==> src/core/ptpwm_pkg.sv <==
// Purpose: constants and types of the pulse train / pwm output block
// Assumes: 10 MHz system clock
// Notes:   register addresses are word indexes on the plain register port

package ptpwm_pkg;

  // --------------------------------------------------------------------
  // clock and timing
  // --------------------------------------------------------------------
  localparam int unsigned CLK_HZ         = 10_000_000;
  localparam int unsigned MIN_PULSE_US   = 100;
  localparam int unsigned MIN_PULSE_CYC  = (MIN_PULSE_US * CLK_HZ + 999_999) / 1_000_000;
  localparam int unsigned ERR_HOLD_US    = 10;
  localparam int unsigned ERR_HOLD_CYC   = (ERR_HOLD_US * CLK_HZ) / 1_000_000;
  localparam int unsigned ACC_W          = 24;
  localparam logic [ACC_W-1:0] ACC_WRAP  = ACC_W'(CLK_HZ);
  localparam logic [ACC_W-1:0] ACC_HALF  = ACC_W'(CLK_HZ / 2);
  localparam logic [ACC_W-1:0] DUTY_STEP = ACC_W'(CLK_HZ / 100);

  // --------------------------------------------------------------------
  // register port
  // --------------------------------------------------------------------
  localparam int unsigned ADDR_W = 8;
  localparam int unsigned DATA_W = 16;
  localparam logic [ADDR_W-1:0] ADDR_FUNC   = 8'h00;
  localparam logic [ADDR_W-1:0] ADDR_FREQ   = 8'h01;
  localparam logic [ADDR_W-1:0] ADDR_DUTY   = 8'h02;
  localparam logic [ADDR_W-1:0] ADDR_CTRL   = 8'h03;
  localparam logic [ADDR_W-1:0] ADDR_STATUS = 8'h04;

  localparam logic [DATA_W-1:0] RST_FUNC = 16'h0000;
  localparam logic [DATA_W-1:0] RST_FREQ = 16'h0032;
  localparam logic [DATA_W-1:0] RST_DUTY = 16'h0000;

  // field positions
  localparam int unsigned CTRL_EN_BIT   = 0;
  localparam int unsigned ST_PW_BIT     = 0;
  localparam int unsigned ST_DUTY_BIT   = 1;
  localparam int unsigned ST_FREQ_BIT   = 2;
  localparam int unsigned ST_RUN_BIT    = 3;
  localparam int unsigned ST_DIR_BIT    = 4;

  // --------------------------------------------------------------------
  // function codes and value ranges
  // --------------------------------------------------------------------
  localparam logic [DATA_W-1:0] FUNC_PWM     = 16'h0001;
  localparam logic [DATA_W-1:0] FUNC_STEPDIR = 16'h0002;
  localparam logic [DATA_W-1:0] FUNC_FWDREV  = 16'h0003;
  localparam logic [DATA_W-1:0] FREQ_MIN     = 16'h0032;
  localparam logic [DATA_W-1:0] FREQ_MAX     = 16'h1388;
  localparam logic [DATA_W-1:0] DUTY_MAX     = 16'h0064;

  typedef enum logic [1:0] {
    PTPWM_OFF     = 2'b00,
    PTPWM_FWDREV  = 2'b01,
    PTPWM_STEPDIR = 2'b10,
    PTPWM_PWM     = 2'b11
  } ptpwm_mode_t;

endpackage

==> src/core/ptpwm_core.sv <==
// Purpose: pulse train and pwm output on two discrete output lines
// Assumes: inputs synchronous to i_sys_clk; one strobe at a time
// Notes:   periods come from a phase accumulator, so the period is exact
//          on average with one clock of jitter

`timescale 1ns/1ps

module ptpwm_core
  import ptpwm_pkg::*;
#(
  parameter int unsigned ERR_HOLD = ERR_HOLD_CYC
) (
  input  wire logic              i_sys_clk,
  input  wire logic              i_rst,
  input  wire logic [ADDR_W-1:0] i_addr,
  input  wire logic [DATA_W-1:0] i_wdata,
  input  wire logic              i_wr,
  input  wire logic              i_rd,
  output logic      [DATA_W-1:0] o_rdata,
  output logic                   o_first_output_line,
  output logic                   o_second_output_line,
  output logic                   o_pulse_width_error_flag,
  output logic                   o_duty_setting_error_flag,
  output logic                   o_frequency_setting_error_flag
);

  // --------------------------------------------------------------------
  // elaboration checks
  // --------------------------------------------------------------------
  localparam int unsigned HOLD_W = 16;

  if (ERR_HOLD < 1 || ERR_HOLD > 65535) begin : g_bad_hold
    $error("ERR_HOLD must lie in 1 to 65535");
  end

  // the accumulator must hold a full period and the top duty threshold
  if (32'(FREQ_MAX) >= 32'(ACC_WRAP) || 32'(DUTY_MAX) * 32'(DUTY_STEP) > 32'(ACC_WRAP)) begin : g_bad_acc
    $error("accumulator too narrow for the frequency or duty range");
  end

  if (ST_DIR_BIT >= DATA_W || CTRL_EN_BIT >= DATA_W) begin : g_bad_field
    $error("status or control field lies outside the data word");
  end

  localparam logic [HOLD_W-1:0] HOLD_LOAD = HOLD_W'(ERR_HOLD);

  // --------------------------------------------------------------------
  // registers
  // --------------------------------------------------------------------
  logic [DATA_W-1:0] output_function_select;
  logic [DATA_W-1:0] frequency_setting_word;
  logic [DATA_W-1:0] on_duty_setting_word;
  logic              output_enable_flag;
  logic [ACC_W-1:0]  acc;
  logic [2:0]        err_flag;
  logic [2:0]        err_evt;

  // --------------------------------------------------------------------
  // address decode
  // --------------------------------------------------------------------
  wire wr_func = i_wr && (i_addr == ADDR_FUNC);
  wire wr_freq = i_wr && (i_addr == ADDR_FREQ);
  wire wr_duty = i_wr && (i_addr == ADDR_DUTY);
  wire wr_ctrl = i_wr && (i_addr == ADDR_CTRL);

  // --------------------------------------------------------------------
  // mode decode
  // --------------------------------------------------------------------
  // unknown function codes leave both lines idle
  ptpwm_mode_t mode;

  assign mode = (output_function_select == FUNC_FWDREV)  ? PTPWM_FWDREV  :
                (output_function_select == FUNC_STEPDIR) ? PTPWM_STEPDIR :
                (output_function_select == FUNC_PWM)     ? PTPWM_PWM     :
                PTPWM_OFF;

  wire pwm_mode = (mode == PTPWM_PWM);
  wire dir_mode = (mode == PTPWM_FWDREV) || (mode == PTPWM_STEPDIR);
  wire running  = output_enable_flag && (mode != PTPWM_OFF);

  // direction is the sign of the accepted word
  wire reverse = frequency_setting_word[DATA_W-1];

  // magnitude of the accepted word
  wire [DATA_W-1:0] freq_mag = reverse ? DATA_W'(-frequency_setting_word)
                                       : frequency_setting_word;

  // --------------------------------------------------------------------
  // frequency write check
  // --------------------------------------------------------------------
  wire              wr_neg = i_wdata[DATA_W-1];
  wire [DATA_W-1:0] wr_mag = wr_neg ? DATA_W'(-i_wdata) : i_wdata;

  wire mag_ok = (wr_mag >= FREQ_MIN) && (wr_mag <= FREQ_MAX);

  // pwm takes only a positive frequency
  wire sign_ok = !(pwm_mode && wr_neg);

  // the sign is frozen while pulse output runs
  wire sign_flip = output_enable_flag && dir_mode && (wr_neg != reverse);

  wire freq_ok   = mag_ok && sign_ok && !sign_flip;
  wire freq_take = wr_freq && freq_ok;
  wire freq_bad  = wr_freq && !freq_ok;

  // --------------------------------------------------------------------
  // duty write check
  // --------------------------------------------------------------------
  wire duty_ok   = (i_wdata <= DUTY_MAX);
  wire duty_take = wr_duty && duty_ok;
  wire duty_bad  = wr_duty && !duty_ok;

  // --------------------------------------------------------------------
  // achievable duty check
  // --------------------------------------------------------------------
  // candidate values as they will stand after this cycle
  wire [DATA_W-1:0] cand_freq = freq_take ? wr_mag : freq_mag;
  wire [DATA_W-1:0] cand_duty = duty_take ? i_wdata : on_duty_setting_word;

  wire [DATA_W-1:0] cand_off = DUTY_MAX - cand_duty;

  // on and off time in clocks scaled by the frequency
  wire [31:0] on_scaled  = 32'(cand_duty) * 32'(DUTY_STEP);
  wire [31:0] off_scaled = 32'(cand_off) * 32'(DUTY_STEP);
  wire [31:0] min_scaled = 32'(cand_freq) * 32'(MIN_PULSE_CYC);

  wire duty_edge = (cand_duty == '0) || (cand_duty == DUTY_MAX);

  wire too_short = !duty_edge &&
                   ((on_scaled < min_scaled) || (off_scaled < min_scaled));

  // recheck whenever the frequency, the duty or the enable changes in pwm mode
  wire pw_check = pwm_mode && (freq_take || duty_take || wr_ctrl);

  // enable as it will stand after this cycle; a disabling write raises nothing
  wire en_after = wr_ctrl ? i_wdata[CTRL_EN_BIT] : output_enable_flag;

  wire pw_bad = pw_check && en_after && too_short;

  assign err_evt[ST_PW_BIT]   = pw_bad;
  assign err_evt[ST_DUTY_BIT] = duty_bad;
  assign err_evt[ST_FREQ_BIT] = freq_bad;

  // --------------------------------------------------------------------
  // setting registers
  // --------------------------------------------------------------------
  always_ff @(posedge i_sys_clk or posedge i_rst) begin
    if (i_rst) begin
      output_function_select <= RST_FUNC;
    end else if (wr_func) begin
      output_function_select <= i_wdata;
    end
  end

  always_ff @(posedge i_sys_clk or posedge i_rst) begin
    if (i_rst) begin
      frequency_setting_word <= RST_FREQ;
    end else if (freq_take) begin
      frequency_setting_word <= i_wdata;
    end
  end

  always_ff @(posedge i_sys_clk or posedge i_rst) begin
    if (i_rst) begin
      on_duty_setting_word <= RST_DUTY;
    end else if (duty_take) begin
      on_duty_setting_word <= i_wdata;
    end
  end

  always_ff @(posedge i_sys_clk or posedge i_rst) begin
    if (i_rst) begin
      output_enable_flag <= 1'b0;
    end else if (wr_ctrl) begin
      output_enable_flag <= i_wdata[CTRL_EN_BIT];
    end
  end

  // --------------------------------------------------------------------
  // self-clearing error flags
  // --------------------------------------------------------------------
  // set wins: a fresh event reloads the count
  for (genvar g = 0; g < 3; g++) begin : g_err
    logic [HOLD_W-1:0] hold;
    wire  [HOLD_W-1:0] next_hold = err_evt[g]     ? HOLD_LOAD :
                                   (hold != '0)   ? hold - 1'b1 :
                                   hold;

    always_ff @(posedge i_sys_clk or posedge i_rst) begin
      if (i_rst) begin
        hold <= '0;
      end else begin
        hold <= next_hold;
      end
    end

    assign err_flag[g] = (hold != '0);
  end

  // --------------------------------------------------------------------
  // period accumulator
  // --------------------------------------------------------------------
  // adds the frequency each clock and wraps at the clock rate
  // held at zero while idle so each enable starts a whole period
  wire [ACC_W:0] acc_sum = {1'b0, acc} + {{(ACC_W+1-DATA_W){1'b0}}, freq_mag};

  wire [ACC_W-1:0] next_acc = !running                  ? '0 :
                              (acc_sum >= {1'b0, ACC_WRAP}) ? ACC_W'(acc_sum - {1'b0, ACC_WRAP}) :
                              acc_sum[ACC_W-1:0];

  always_ff @(posedge i_sys_clk or posedge i_rst) begin
    if (i_rst) begin
      acc <= '0;
    end else begin
      acc <= next_acc;
    end
  end

  // --------------------------------------------------------------------
  // waveform shaping
  // --------------------------------------------------------------------
  // first half of each period is the high phase
  wire pulse_hi = (acc < ACC_HALF);

  // duty threshold in accumulator units
  wire [ACC_W-1:0] duty_thr = ACC_W'(32'(on_duty_setting_word) * 32'(DUTY_STEP));

  wire pwm_hi = (acc < duty_thr);

  logic next_line1;
  logic next_line2;

  always_comb begin
    next_line1 = 1'b0;
    next_line2 = 1'b0;
    if (running) begin
      unique case (mode)
        PTPWM_FWDREV: begin
          next_line1 = pulse_hi && !reverse;
          next_line2 = pulse_hi && reverse;
        end
        PTPWM_STEPDIR: begin
          next_line1 = pulse_hi;
          next_line2 = reverse;
        end
        PTPWM_PWM: begin
          next_line1 = pwm_hi;
          next_line2 = 1'b0;
        end
        PTPWM_OFF: begin
          next_line1 = 1'b0;
          next_line2 = 1'b0;
        end
      endcase
    end
  end

  always_ff @(posedge i_sys_clk or posedge i_rst) begin
    if (i_rst) begin
      o_first_output_line  <= 1'b0;
      o_second_output_line <= 1'b0;
    end else begin
      o_first_output_line  <= next_line1;
      o_second_output_line <= next_line2;
    end
  end

  // --------------------------------------------------------------------
  // flag outputs
  // --------------------------------------------------------------------
  // registered copies; a fresh event shows two clocks after its write
  always_ff @(posedge i_sys_clk or posedge i_rst) begin
    if (i_rst) begin
      o_pulse_width_error_flag       <= 1'b0;
      o_duty_setting_error_flag      <= 1'b0;
      o_frequency_setting_error_flag <= 1'b0;
    end else begin
      o_pulse_width_error_flag       <= err_flag[ST_PW_BIT];
      o_duty_setting_error_flag      <= err_flag[ST_DUTY_BIT];
      o_frequency_setting_error_flag <= err_flag[ST_FREQ_BIT];
    end
  end

  // --------------------------------------------------------------------
  // read path
  // --------------------------------------------------------------------
  logic [DATA_W-1:0] ctrl_word;
  logic [DATA_W-1:0] status_word;

  // fields placed by their named positions
  always_comb begin
    ctrl_word                = '0;
    ctrl_word[CTRL_EN_BIT]   = output_enable_flag;
    status_word              = '0;
    status_word[ST_PW_BIT]   = err_flag[ST_PW_BIT];
    status_word[ST_DUTY_BIT] = err_flag[ST_DUTY_BIT];
    status_word[ST_FREQ_BIT] = err_flag[ST_FREQ_BIT];
    status_word[ST_RUN_BIT]  = running;
    status_word[ST_DIR_BIT]  = reverse;
  end

  wire [DATA_W-1:0] rd_sel = (i_addr == ADDR_FUNC)   ? output_function_select :
                             (i_addr == ADDR_FREQ)   ? frequency_setting_word :
                             (i_addr == ADDR_DUTY)   ? on_duty_setting_word :
                             (i_addr == ADDR_CTRL)   ? ctrl_word :
                             (i_addr == ADDR_STATUS) ? status_word :
                             '0;

  // data stand only in the cycle after the read strobe
  wire [DATA_W-1:0] next_rdata = i_rd ? rd_sel : '0;

  always_ff @(posedge i_sys_clk or posedge i_rst) begin
    if (i_rst) begin
      o_rdata <= '0;
    end else begin
      o_rdata <= next_rdata;
    end
  end

endmodule

==> config.mk <==
export PLATFORM = sky130hd
export DESIGN_NAME = ptpwm_core
export DESIGN_NICKNAME = d
export VERILOG_FILES = /design/src/core/ptpwm_pkg.sv /design/src/core/ptpwm_core.sv
export SDC_FILE = /design/constraint.sdc
export NUM_CORES = 1
export LEC_CHECK = 0
export ABC_AREA = 0
export BUFFER_PORTS_ARGS = -buffer_cell sky130_fd_sc_hd__buf_2
export CORE_MARGIN = 1
export CORE_UTILIZATION = 58
export CTS_CLUSTER_DIAMETER = 200
export DETAILED_ROUTE_END_ITERATION = 7
export PLACE_DENSITY = 0.84
export SLEW_MARGIN = 10
export SYNTH_ARGS = -nofsm -noshare
export SYNTH_HDL_FRONTEND = slang
export SYNTH_SLANG_ARGS = --single-unit
==> constraint.sdc <==
create_clock -name i_sys_clk -period 9.3 [get_ports i_sys_clk]
set_input_delay 0.93 -clock i_sys_clk [delete_from_list [all_inputs] [get_ports i_sys_clk]]
set_output_delay 0.93 -clock i_sys_clk [all_outputs]
set_load 0.01 [all_outputs]
==> results by group, run 1 <==
Yosys
  • Post-synthesis sequential area ratio: 0.165
  • Most frequent cells after synthesis: 412 x sky130_fd_sc_hd__ha_1, 372 x sky130_fd_sc_hd__inv_1, 175 x sky130_fd_sc_hd__fa_1, 163 x sky130_fd_sc_hd__nor2_1, 139 x sky130_fd_sc_hd__dfrtp_1
  • Synth top area cells: sky130_fd_sc_hd__ha_1 24%, sky130_fd_sc_hd__fa_1 16%, sky130_fd_sc_hd__dfrtp_1 16%
  • Number of cells produced by synthesis: 2349
  • Share of synthesized flip-flops with an asynchronous set or reset: 1.00
  • Dominant register cell in the synthesized netlist: sky130_fd_sc_hd__dfrtp_1
  • Count of distinct cell types in the synthesized netlist: between 80 and 90
  • Count of synthesis-stage warnings from yosys: 0
  • Number of synthesized flops with an enable pin: 0
  • Number of synthesized register bits: approximately 140
  • Fraction of post-synthesis cell area in the top cell type by area: 0.239
  • Cell area after synthesis: ~22000 µm²
  • Mean instance size in the synthesized netlist: ~9.2 µm²
  • Biggest area consumer among synthesized cells: sky130_fd_sc_hd__ha_1
  • Most instantiated library cell after synthesis: sky130_fd_sc_hd__ha_1
  • Nets in the synthesized netlist: about 3000

Critical path
  • Largest driver fanout on the critical path: 6
  • CP Capture Type: register
  • FF-to-FF setup slack: 0.09 ns
  • Arr. time, crit path: approximately 9.6 ns
  • Setup Crit Path Kind: in -> reg
  • Slowest cell delay on critical path: between 0.5 and 0.6 ns
  • Slowest cell on the critical path: sky130_fd_sc_hd__or4_4
  • CP Data Required Time: around 9.7 ns
  • Most prevalent standard cell on the critical path: sky130_fd_sc_hd__ha_1
  • CP Launch Type: input pin

STA
  • Transition time at the pin with the least slew margin: ~1.0 ns
  • Final hold vios: 0
  • Tightest hold margin: between 0.5 and 0.6 ns
  • Maximum achievable frequency: between 0.1 and 0.15 GHz
  • Max-slew violation count: 0
  • Final setup violation count: 0
  • Worst Clk Skew: about 0.020 ns
  • Slew headroom: 0.294
  • Final worst path period need: between 9 and 10 ns
  • Post-route fraction of the period consumed by the critical path: 0.994

Cells and area
  • Post-layout nets: ~3400
  • Antenna cell count: 0
  • Proportion of layout cells with a drive suffix above 1: 0.241
  • Layout filler cell count: ~2400
  • Area overhead of the layout relative to synthesis: 24.1%
  • End-of-flow core utilization: 0.730
  • Post-Layout Inst Area: 26700 µm²
  • Footprint of the flip-flops and latches: 3560 µm²
  • Area occupied by multi-input gates: approximately 17000 µm²

Global routing
  • Congestion Overflow GR: 0
  • Pin count of the biggest net entering global routing: slightly above 80
  • Via count of the first global-routing pass: a little under 20000
  • Overall routing resource usage: 0.329
  • Met2 global-route usage: 0.573
  • Most congested layer reported by global routing: met2
  • Met3 global-route usage: 0.0382
  • Wire length of the first global-routing pass: 99500 µm
  • Initial antenna violation count: 0
  • Met1 usage in global routing: 0.400

Route
  • DRC: 2
  • Initial detailed-routing violation count: about 1400
  • Count of antenna-violating nets left after detailed routing: 0
  • Iteration count of the initial detailed-routing pass: 8
  • Via total after detailed routing: slightly below 20000
  • Final WL: just under 70000 µm
  • Vias per cell: 6.09
  • DR WL/cell: ~21 µm

Placed design
  • Placement Cell Area: 24800 µm²
  • Global placement routability congestion: between 0.9 and 1
  • Input/output buffers: 48
  • Dpl hpwl: a little under 50000 µm

CTS
  • Clock Tree Root: sky130_fd_sc_hd__clkbuf_16
  • Insertion delay of the later-clocked pin in the worst-skew pair: 0.46 ns
  • Clock slew at reported path FFs: 0.08 ns
  • Hold buffer count at CTS: 0
  • CTS HTree Levels: 4
  • TritonCTS clock tree: done
  • Number of buffers created by CTS: 17
  • Clock buffer depth: 2
  • CTS Sinks: between 100 and 150

Power and ir drop
  • Internal power: 0.00202 W
  • Net switching fraction of the power: 0.424
  • Leak pwr: about 14 nW
  • Peak supply drop: around 0.00018 V
  • Portion of total power attributed to combinational logic: 0.595
  • Cell area power density: around 130 nW/µm²
  • Share of power burned in registers: 0.200
  • Switching pwr: 0.00149 W
  • Clock network fraction of total power: 0.205

Floorplan
  • Number of placement rows: 70
  • Height of the chip: 195 µm
  • Starting utilization of the core area: 0.589
  • Die Width: around 190 µm
  • Full die area: around 38000 µm²
  • Area of the core: approximately 37000 µm²
  • Count of pins on the block boundary: 49

Status
  • Violations in the final reports: design-rule violations
  • Outcome: finished, violations left

Worst hold path
  • Class of the most critical hold timing path: reg -> reg

Flow run
  • Number of maximum-capacitance violations: 0
==> power by group through the flow <==
stage / sequential, W / combinational (W) / clock (W)
final: 0.000703 / 0.00209 / 0.000721
after global routing: 0.000709 / 0.00224 / 0.000746
after CTS: 0.000700 / 0.00171 / 0.000716
after detailed placement: 0.000711 / 0.00165 / 0
after global placement: 0.000706 / 0.00158 / 0
after floorplan: 0.000701 / 0.000959 / 0
==> final cells by class <==
cell class                      instances  share of cell area
Clock buffer                           17              0.0159
Clock inverter                         15             0.00608
Multi-Input combinational cell       1794               0.653
Inverter                              372              0.0527
Timing Repair Buffer                  411               0.117
Tap cell                              468              0.0219
Sequential cell                       142               0.133
==> worst max-delay path, delay by kind of cell <==
kind	cells	cell delay, ns
compound gates	11	2.16
mux	1	0.21
xor+xnor	2	0.32
fa+ha+maj	9	2.92
simple gates	10	2.33
buf+inv	7	0.78
==> path summary, 6_finish.rpt <==
kind	startpoint	to	depth (start not counted)
min in group asynchronous	i_rst	frequency_setting_word[2]	2
max reg2reg	output_function_select[14]	g_err[0].hold[7]	40
min	g_err[1].hold[5]	g_err[1].hold[5]	2
min reg2reg	g_err[1].hold[5]	g_err[1].hold[5]	2
max	i_addr[6]	g_err[0].hold[7]	40
max in group asynchronous	i_rst	o_rdata[11]	3
==> per-layer routing <==
| layer | up-vias | wire, µm |
|---|---|---|
| met1 | 9559 | 25800 |
| met2 | 908 | 33100 |
| met5 | - | 0 |
| met4 | 0 | 4840 |
| li1 | 8804 | - |
| met3 | 330 | 4590 |
==> logic make-up after synthesis <==
logic type | after synthesis | share of synthesized area
buf+inv | 414 | 0.0731
flops | 142 | 0.165
fa+ha+maj | 588 | 0.402
compound gates | 405 | 0.125
xor+xnor | 179 | 0.0731
mux | 60 | 0.0297
simple gates | 561 | 0.132
==> placed cells by master (no fill, tap or decap), drive strengths merged, types with 12 or more instances in the layout <==
master / count
nand4: 17
a21oi: 115
nand3: 28
mux2: 29
ha: 412
a21o: 44
xor2: 57
nor4: 20
o21bai: 13
buf: 410
o31ai: 15
fa: 175
or4: 12
nor3: 66
or3: 16
o21ai: 79
nor2b: 32
a211oi: 25
dfrtp: 139
xnor2: 122
and3: 13
or2: 12
nor2: 172
inv: 383
nand2b: 28
o21a: 21
nand2: 106
mux2i: 31
clkbuf: 18
==> state kept, by name (all words and copies together), names as in the netlist <==
name	cells
output_function_select	16
o_duty_setting_error_flag	1
o_rdata	16
o_pulse_width_error_flag	1
g_err.hold	48
acc	24
o_frequency_setting_error_flag	1
o_first_output_line	1
o_second_output_line	1
output_enable_flag	1
frequency_setting_word	16
on_duty_setting_word	16
==> repair_timing <==
action / CTS / global route
setup endpoints to repair: 16 / 16
cloned: 1 / 1
resized for setup: 24 / 201
setup buffers: 8 / 26
pin swaps: 7 / 137
==> through the flow <==
| stage | worst slack [ns] | total power (W) | std cells | TNS, ns |
|---|---|---|---|---|
| final | 0.0581 | 0.00351 | 3219 | 0 |
| after global routing | -0.242 | 0.00370 | 3219 | -3.11 |
| after CTS | 0.00000888 | 0.00313 | 3193 | 0 |
| after detailed placement | -0.660 | 0.00236 | 3152 | -9.35 |
| after global placement | -0.496 | 0.00228 | 3152 | -6.85 |
| after floorplan | 0.00197 | 0.00166 | 2349 | 0 |
Note: power is estimated with default switching activity, not from simulation.
==> inputs of run 2 (changes only) <==
--- a/config.mk
+++ b/config.mk
@@ -11,6 +11,7 @@
 export CORE_UTILIZATION = 58
 export CTS_CLUSTER_DIAMETER = 200
 export DETAILED_ROUTE_END_ITERATION = 7
+export MAX_ROUTING_LAYER = met4
 export PLACE_DENSITY = 0.84
 export SLEW_MARGIN = 10
 export SYNTH_ARGS = -nofsm -noshare
==> run 2 against run 1 <==
Compared with the run above: the run now fails in 5_2_route; synthesized cell count did not move; area after synthesis is the same; global-route usage grew 0.61 points.
==> results by group, run 2 <==
Yosys
  • Biggest area consumer among synthesized cells: sky130_fd_sc_hd__ha_1
  • Most instantiated library cell after synthesis: sky130_fd_sc_hd__ha_1
  • Count of synthesis-stage warnings from yosys: 0
  • Number of synthesized flops with an enable pin: 0
  • Nets in the synthesized netlist: around 3000
  • Count of distinct cell types in the synthesized netlist: 88
  • Share of synthesized flip-flops with an asynchronous set or reset: 1.00
  • Fraction of post-synthesis cell area in the top cell type by area: 0.239
  • Post-synthesis sequential area ratio: 0.165
  • Most frequent cells after synthesis: 412 x sky130_fd_sc_hd__ha_1, 372 x sky130_fd_sc_hd__inv_1, 175 x sky130_fd_sc_hd__fa_1, 163 x sky130_fd_sc_hd__nor2_1, 139 x sky130_fd_sc_hd__dfrtp_1
  • Dominant register cell in the synthesized netlist: sky130_fd_sc_hd__dfrtp_1
  • Cell area after synthesis: between 20000 and 25000 µm²
  • Mean instance size in the synthesized netlist: 9.17 µm²
  • Number of cells produced by synthesis: between 2000 and 2500
  • Synth top area cells: sky130_fd_sc_hd__ha_1 24%, sky130_fd_sc_hd__fa_1 16%, sky130_fd_sc_hd__dfrtp_1 16%
  • Number of synthesized register bits: approximately 140

Status
  • Outcome: did not finish
  • Step where the flow halted: 5_2_route
  • Error: [ERROR DRT-0255] Maze Route cannot find path of net i_sys_clk in worker of routeBox ( 144900 0 ) ( 194750 48300 ).

STA
  • Worst_ep grt: g_err[0].hold[5]$_DFFE_PP0P_/D
  • Worst EP kind: register input

Placed design
  • Number of instances in the placed design: roughly 3100
  • Dpl hpwl: 49400 µm
  • Dpl ws: -0.841 ns
  • Global placement routability congestion: around 0.98
  • Input/output buffers: 48

CTS
  • CTS HTree Levels: 4
  • Hold buffer count at CTS: 0
  • CTS Sinks: 142
  • Number of buffers created by CTS: 17
  • Clock buffer depth: 2
  • Clock Tree Root: sky130_fd_sc_hd__clkbuf_16

Global routing
  • Initial antenna violation count: 0
  • Congestion Overflow GR: 0
  • Via count of the first global-routing pass: approximately 20000
  • Pin count of the biggest net entering global routing: 73
  • Wire length of the first global-routing pass: 98500 µm
  • Overall routing resource usage: 0.336

Floorplan
  • Starting utilization of the core area: 0.589
  • Die Width: about 190 µm
  • Height of the chip: between 150 and 200 µm
  • Number of placement rows: 70
  • Count of pins on the block boundary: a little under 50
-- run 2: kinds of logic after synthesis --
kind of cell / Yosys count / share of synthesized area
fa+ha+maj: 588 / 0.402
compound gates: 405 / 0.125
buf+inv: 414 / 0.0731
simple gates: 561 / 0.132
mux: 60 / 0.0297
xor+xnor: 179 / 0.0731
flops: 142 / 0.165
-- run 2: layer usage --
layer	GRT usage
met1	0.399
met2	0.562
met3	0.0394
met4	0.170
met5	-
-- run 2: per-stage QoR --
stage          TNS (ns)  instance area (µm²)  hold slack, ns
5_1_grt           -4.26                26300           0.531
2_1_floorplan         0                21600           0.464
4_1_cts               0                25300           0.507
3_5_place_dp     -12.99                24500           0.493
3_3_place_gp      -9.50                24500           0.478
-- run 2: repair_timing --
item	in CTS	in global routing
cloned	0	3
gates resized for setup	23	166
endpoints found under the setup margin	16	16
setup buffers	5	27
pin swaps	6	111
==> inputs of run 3 (changes only) <==
--- a/config.mk
+++ b/config.mk
@@ -8,11 +8,9 @@
 export ABC_AREA = 0
 export BUFFER_PORTS_ARGS = -buffer_cell sky130_fd_sc_hd__buf_2
 export CORE_MARGIN = 1
-export CORE_UTILIZATION = 58
-export CTS_CLUSTER_DIAMETER = 200
+export CORE_UTILIZATION = 40
 export DETAILED_ROUTE_END_ITERATION = 7
-export MAX_ROUTING_LAYER = met4
-export PLACE_DENSITY = 0.84
+export PLACE_DENSITY_LB_ADDON = 0.15
 export SLEW_MARGIN = 10
 export SYNTH_ARGS = -nofsm -noshare
 export SYNTH_HDL_FRONTEND = slang
==> constraint.sdc (replaced) <==
create_clock -name i_sys_clk -period 12.1 [get_ports i_sys_clk]
set_input_delay 1.21 -clock i_sys_clk [delete_from_list [all_inputs] [get_ports i_sys_clk]]
set_output_delay 1.21 -clock i_sys_clk [all_outputs]
set_load 0.01 [all_outputs]
==> run 3 against run 2 <==
Compared with the run above: the flow now finishes, with violations (design-rule violations); global-route usage is 12 points lower.
==> results by group, run 3 (synthesized netlist as in run 1, its figures left out) <==
Status
  • Outcome: finished, violations left
  • Violations in the final reports: design-rule violations

Cells and area
  • Most frequent cells in the layout: 412 x sky130_fd_sc_hd__ha_1, 371 x sky130_fd_sc_hd__inv_1, 175 x sky130_fd_sc_hd__fa_1
  • Antenna cell count: 0
  • Area occupied by multi-input gates: about 16000 µm²
  • Post-Layout Inst Area: roughly 23000 µm²
  • Number of standard cells in the final layout excluding fillers: ~3100
  • Layout filler cell count: between 5000 and 6000
  • Area overhead of the layout relative to synthesis: 7.39%
  • Leading cell type in the layout, fill and taps excluded: sky130_fd_sc_hd__ha_1
  • Registers with the most flip-flops: g_err.hold: 48 flops, acc: 24 flops
  • Proportion of layout cells with a drive suffix above 1: 0.0697
  • Number of flip-flops under the largest register name: 48
  • Post-layout nets: ~3000
  • Largest register by flop count: g_err.hold
  • Footprint of the flip-flops and latches: between 3000 and 4000 µm²

CTS
  • Number of buffers created by CTS: 17
  • Clock slew at reported path FFs: about 0.070 ns
  • CTS HTree Levels: 4
  • Hold buffer count at CTS: 0
  • Post-CTS setup buffer count: 0
  • Clock Tree Root: sky130_fd_sc_hd__clkbuf_16
  • CTS Sinks: about 140
  • CTS-repair resized insts: 0
  • Insertion delay of the later-clocked pin in the worst-skew pair: 0.45 ns
  • Clock buffer depth: 2
  • TritonCTS clock tree: done

Global routing
  • Overall routing resource usage: 0.218
  • Pin count of the biggest net entering global routing: 73
  • Met3 global-route usage: 0.0220
  • Via count of the first global-routing pass: ~17000
  • Met2 global-route usage: 0.370
  • Most congested layer reported by global routing: met2
  • Congestion Overflow GR: 0
  • Wire length of the first global-routing pass: 92900 µm
  • Initial antenna violation count: 1
  • Met1 usage in global routing: 0.292

Critical path
  • Largest driver fanout on the critical path: 16
  • Startpoint of the worst setup timing path: i_wdata[0]
  • Cells on worst reg2reg path: 39
  • Slowest cell delay on critical path: just under 0.7 ns
  • Slowest cell on the critical path: sky130_fd_sc_hd__or4b_1
  • Capturing point of the worst reg2reg path: g_err[0].hold[2]
  • CP Capture Type: register
  • End point of the critical path: g_err[0].hold[2]
  • Setup Crit Path Kind: in -> reg
  • Arr. time, crit path: 11.35 ns
  • Startpoint of the worst-slack reg-to-reg timing path: output_function_select[12]
  • FF-to-FF setup slack: 1.70 ns
  • CP Data Required Time: roughly 12 ns
  • Most prevalent standard cell on the critical path: sky130_fd_sc_hd__o21ai_0
  • CP Launch Type: input pin

Placed design
  • Number of instances in the placed design: 3053
  • Placement Cell Area: between 20000 and 25000 µm²
  • Dpl hpwl: 47900 µm
  • Input/output buffers: 48
  • Global placement routability congestion: just over 0.9

STA
  • Final hold vios: 0
  • Transition time at the pin with the least slew margin: 1.05 ns
  • Max-slew violation count: 0
  • Worst Clk Skew: about 0.011 ns
  • Maximum achievable frequency: a little over 0.09 GHz
  • Accumulated negative setup slack: 0 ns
  • Tightest hold margin: roughly 0.51 ns
  • Setup repair after global routing missed its margin: no
  • Final setup violation count: 0
  • Final worst path period need: 10.96 ns
  • Post-route fraction of the period consumed by the critical path: 0.906
  • Slew headroom: 0.297

Route
  • DR WL/cell: ~18 µm
  • Initial detailed-routing violation count: just under 1000
  • Vias per cell: 5.33
  • Iteration count of the initial detailed-routing pass: 7
  • Final WL: 57000 µm
  • Via total after detailed routing: around 16000
  • DRC: 10
  • Count of antenna-violating nets left after detailed routing: 0

Floorplan
  • Die Width: ~230 µm
  • Number of placement rows: 84
  • Starting utilization of the core area: 0.408
  • Height of the chip: roughly 230 µm
  • Full die area: 54800 µm²
  • Count of pins on the block boundary: between 40 and 50
  • Area of the core: between 50000 and 60000 µm²

Power and ir drop
  • Cell area power density: 89.0 nW/µm²
  • Peak supply drop: between 0.00005 and 0.00006 V
  • Leak pwr: approximately 12 nW

Worst hold path
  • Class of the most critical hold timing path: reg -> reg

Flow run
  • Number of maximum-capacitance violations: 0
[run 3: worst min path at each step]
| stage | startpoint | depth (start not counted) | slack, ns | to |
|---|---|---|---|---|
| 6_report | g_err[0].hold[5] | 2 | 0.51 | g_err[0].hold[5] |
| 5_1_grt | g_err[0].hold[5] | 2 | 0.52 | g_err[0].hold[5] |
| 4_1_cts | g_err[1].hold[5] | 2 | 0.52 | g_err[1].hold[5] |
| 3_5_place_dp | g_err[1].hold[5] | 2 | 0.50 | g_err[1].hold[5] |
| 3_3_place_gp | g_err[1].hold[5] | 2 | 0.49 | g_err[1].hold[5] |
| 2_1_floorplan | g_err[1].hold[5] | 2 | 0.46 | g_err[1].hold[5] |
[run 3: report_power, final]
group          internal (W)  switching [W]  total (W)
logic              0.000402       0.000581   0.000984
registers          0.000507      0.0000303   0.000537
clock network      0.000290       0.000248   0.000538
total               0.00120       0.000859    0.00206
[run 3: per-stage QoR]
stage | power [W] | setup WS [ns] | utilization
after floorplan | 0.00127 | 2.10 | -
after global placement | 0.00149 | 0.824 | 0.427
after detailed placement | 0.00152 | 0.754 | 0.427
after CTS | 0.00207 | 1.19 | 0.438
after global routing | 0.00223 | 0.258 | 0.438
final | 0.00206 | 1.14 | 0.438
[run 3: routing by layer]
metal | part of all wire | wire length [µm]
met1 | 0.47 | 26500
met4 | 0.025 | 1420
met2 | 0.48 | 27200
met5 | 0 | 0
met3 | 0.033 | 1860
[run 3: worst max-delay path: cells and delay by family]
family                   cells  cell delay [ns]
AO/OA/AOI/OAI               19             4.55
AND/OR/NAND/NOR              6             1.65
buffers and inverters        4             0.40
XOR/XNOR                     2             0.53
adder cells (fa/ha/maj)      7             2.97
[run 3: final cells by class]
type                       count  share of cell area
sequential                   142               0.154
clock buffer                  17              0.0184
multi-input combinational   1793               0.710
timing repair buffer          58              0.0136
inverter                     372              0.0606
tap                          688              0.0372
clock inverter                15             0.00660
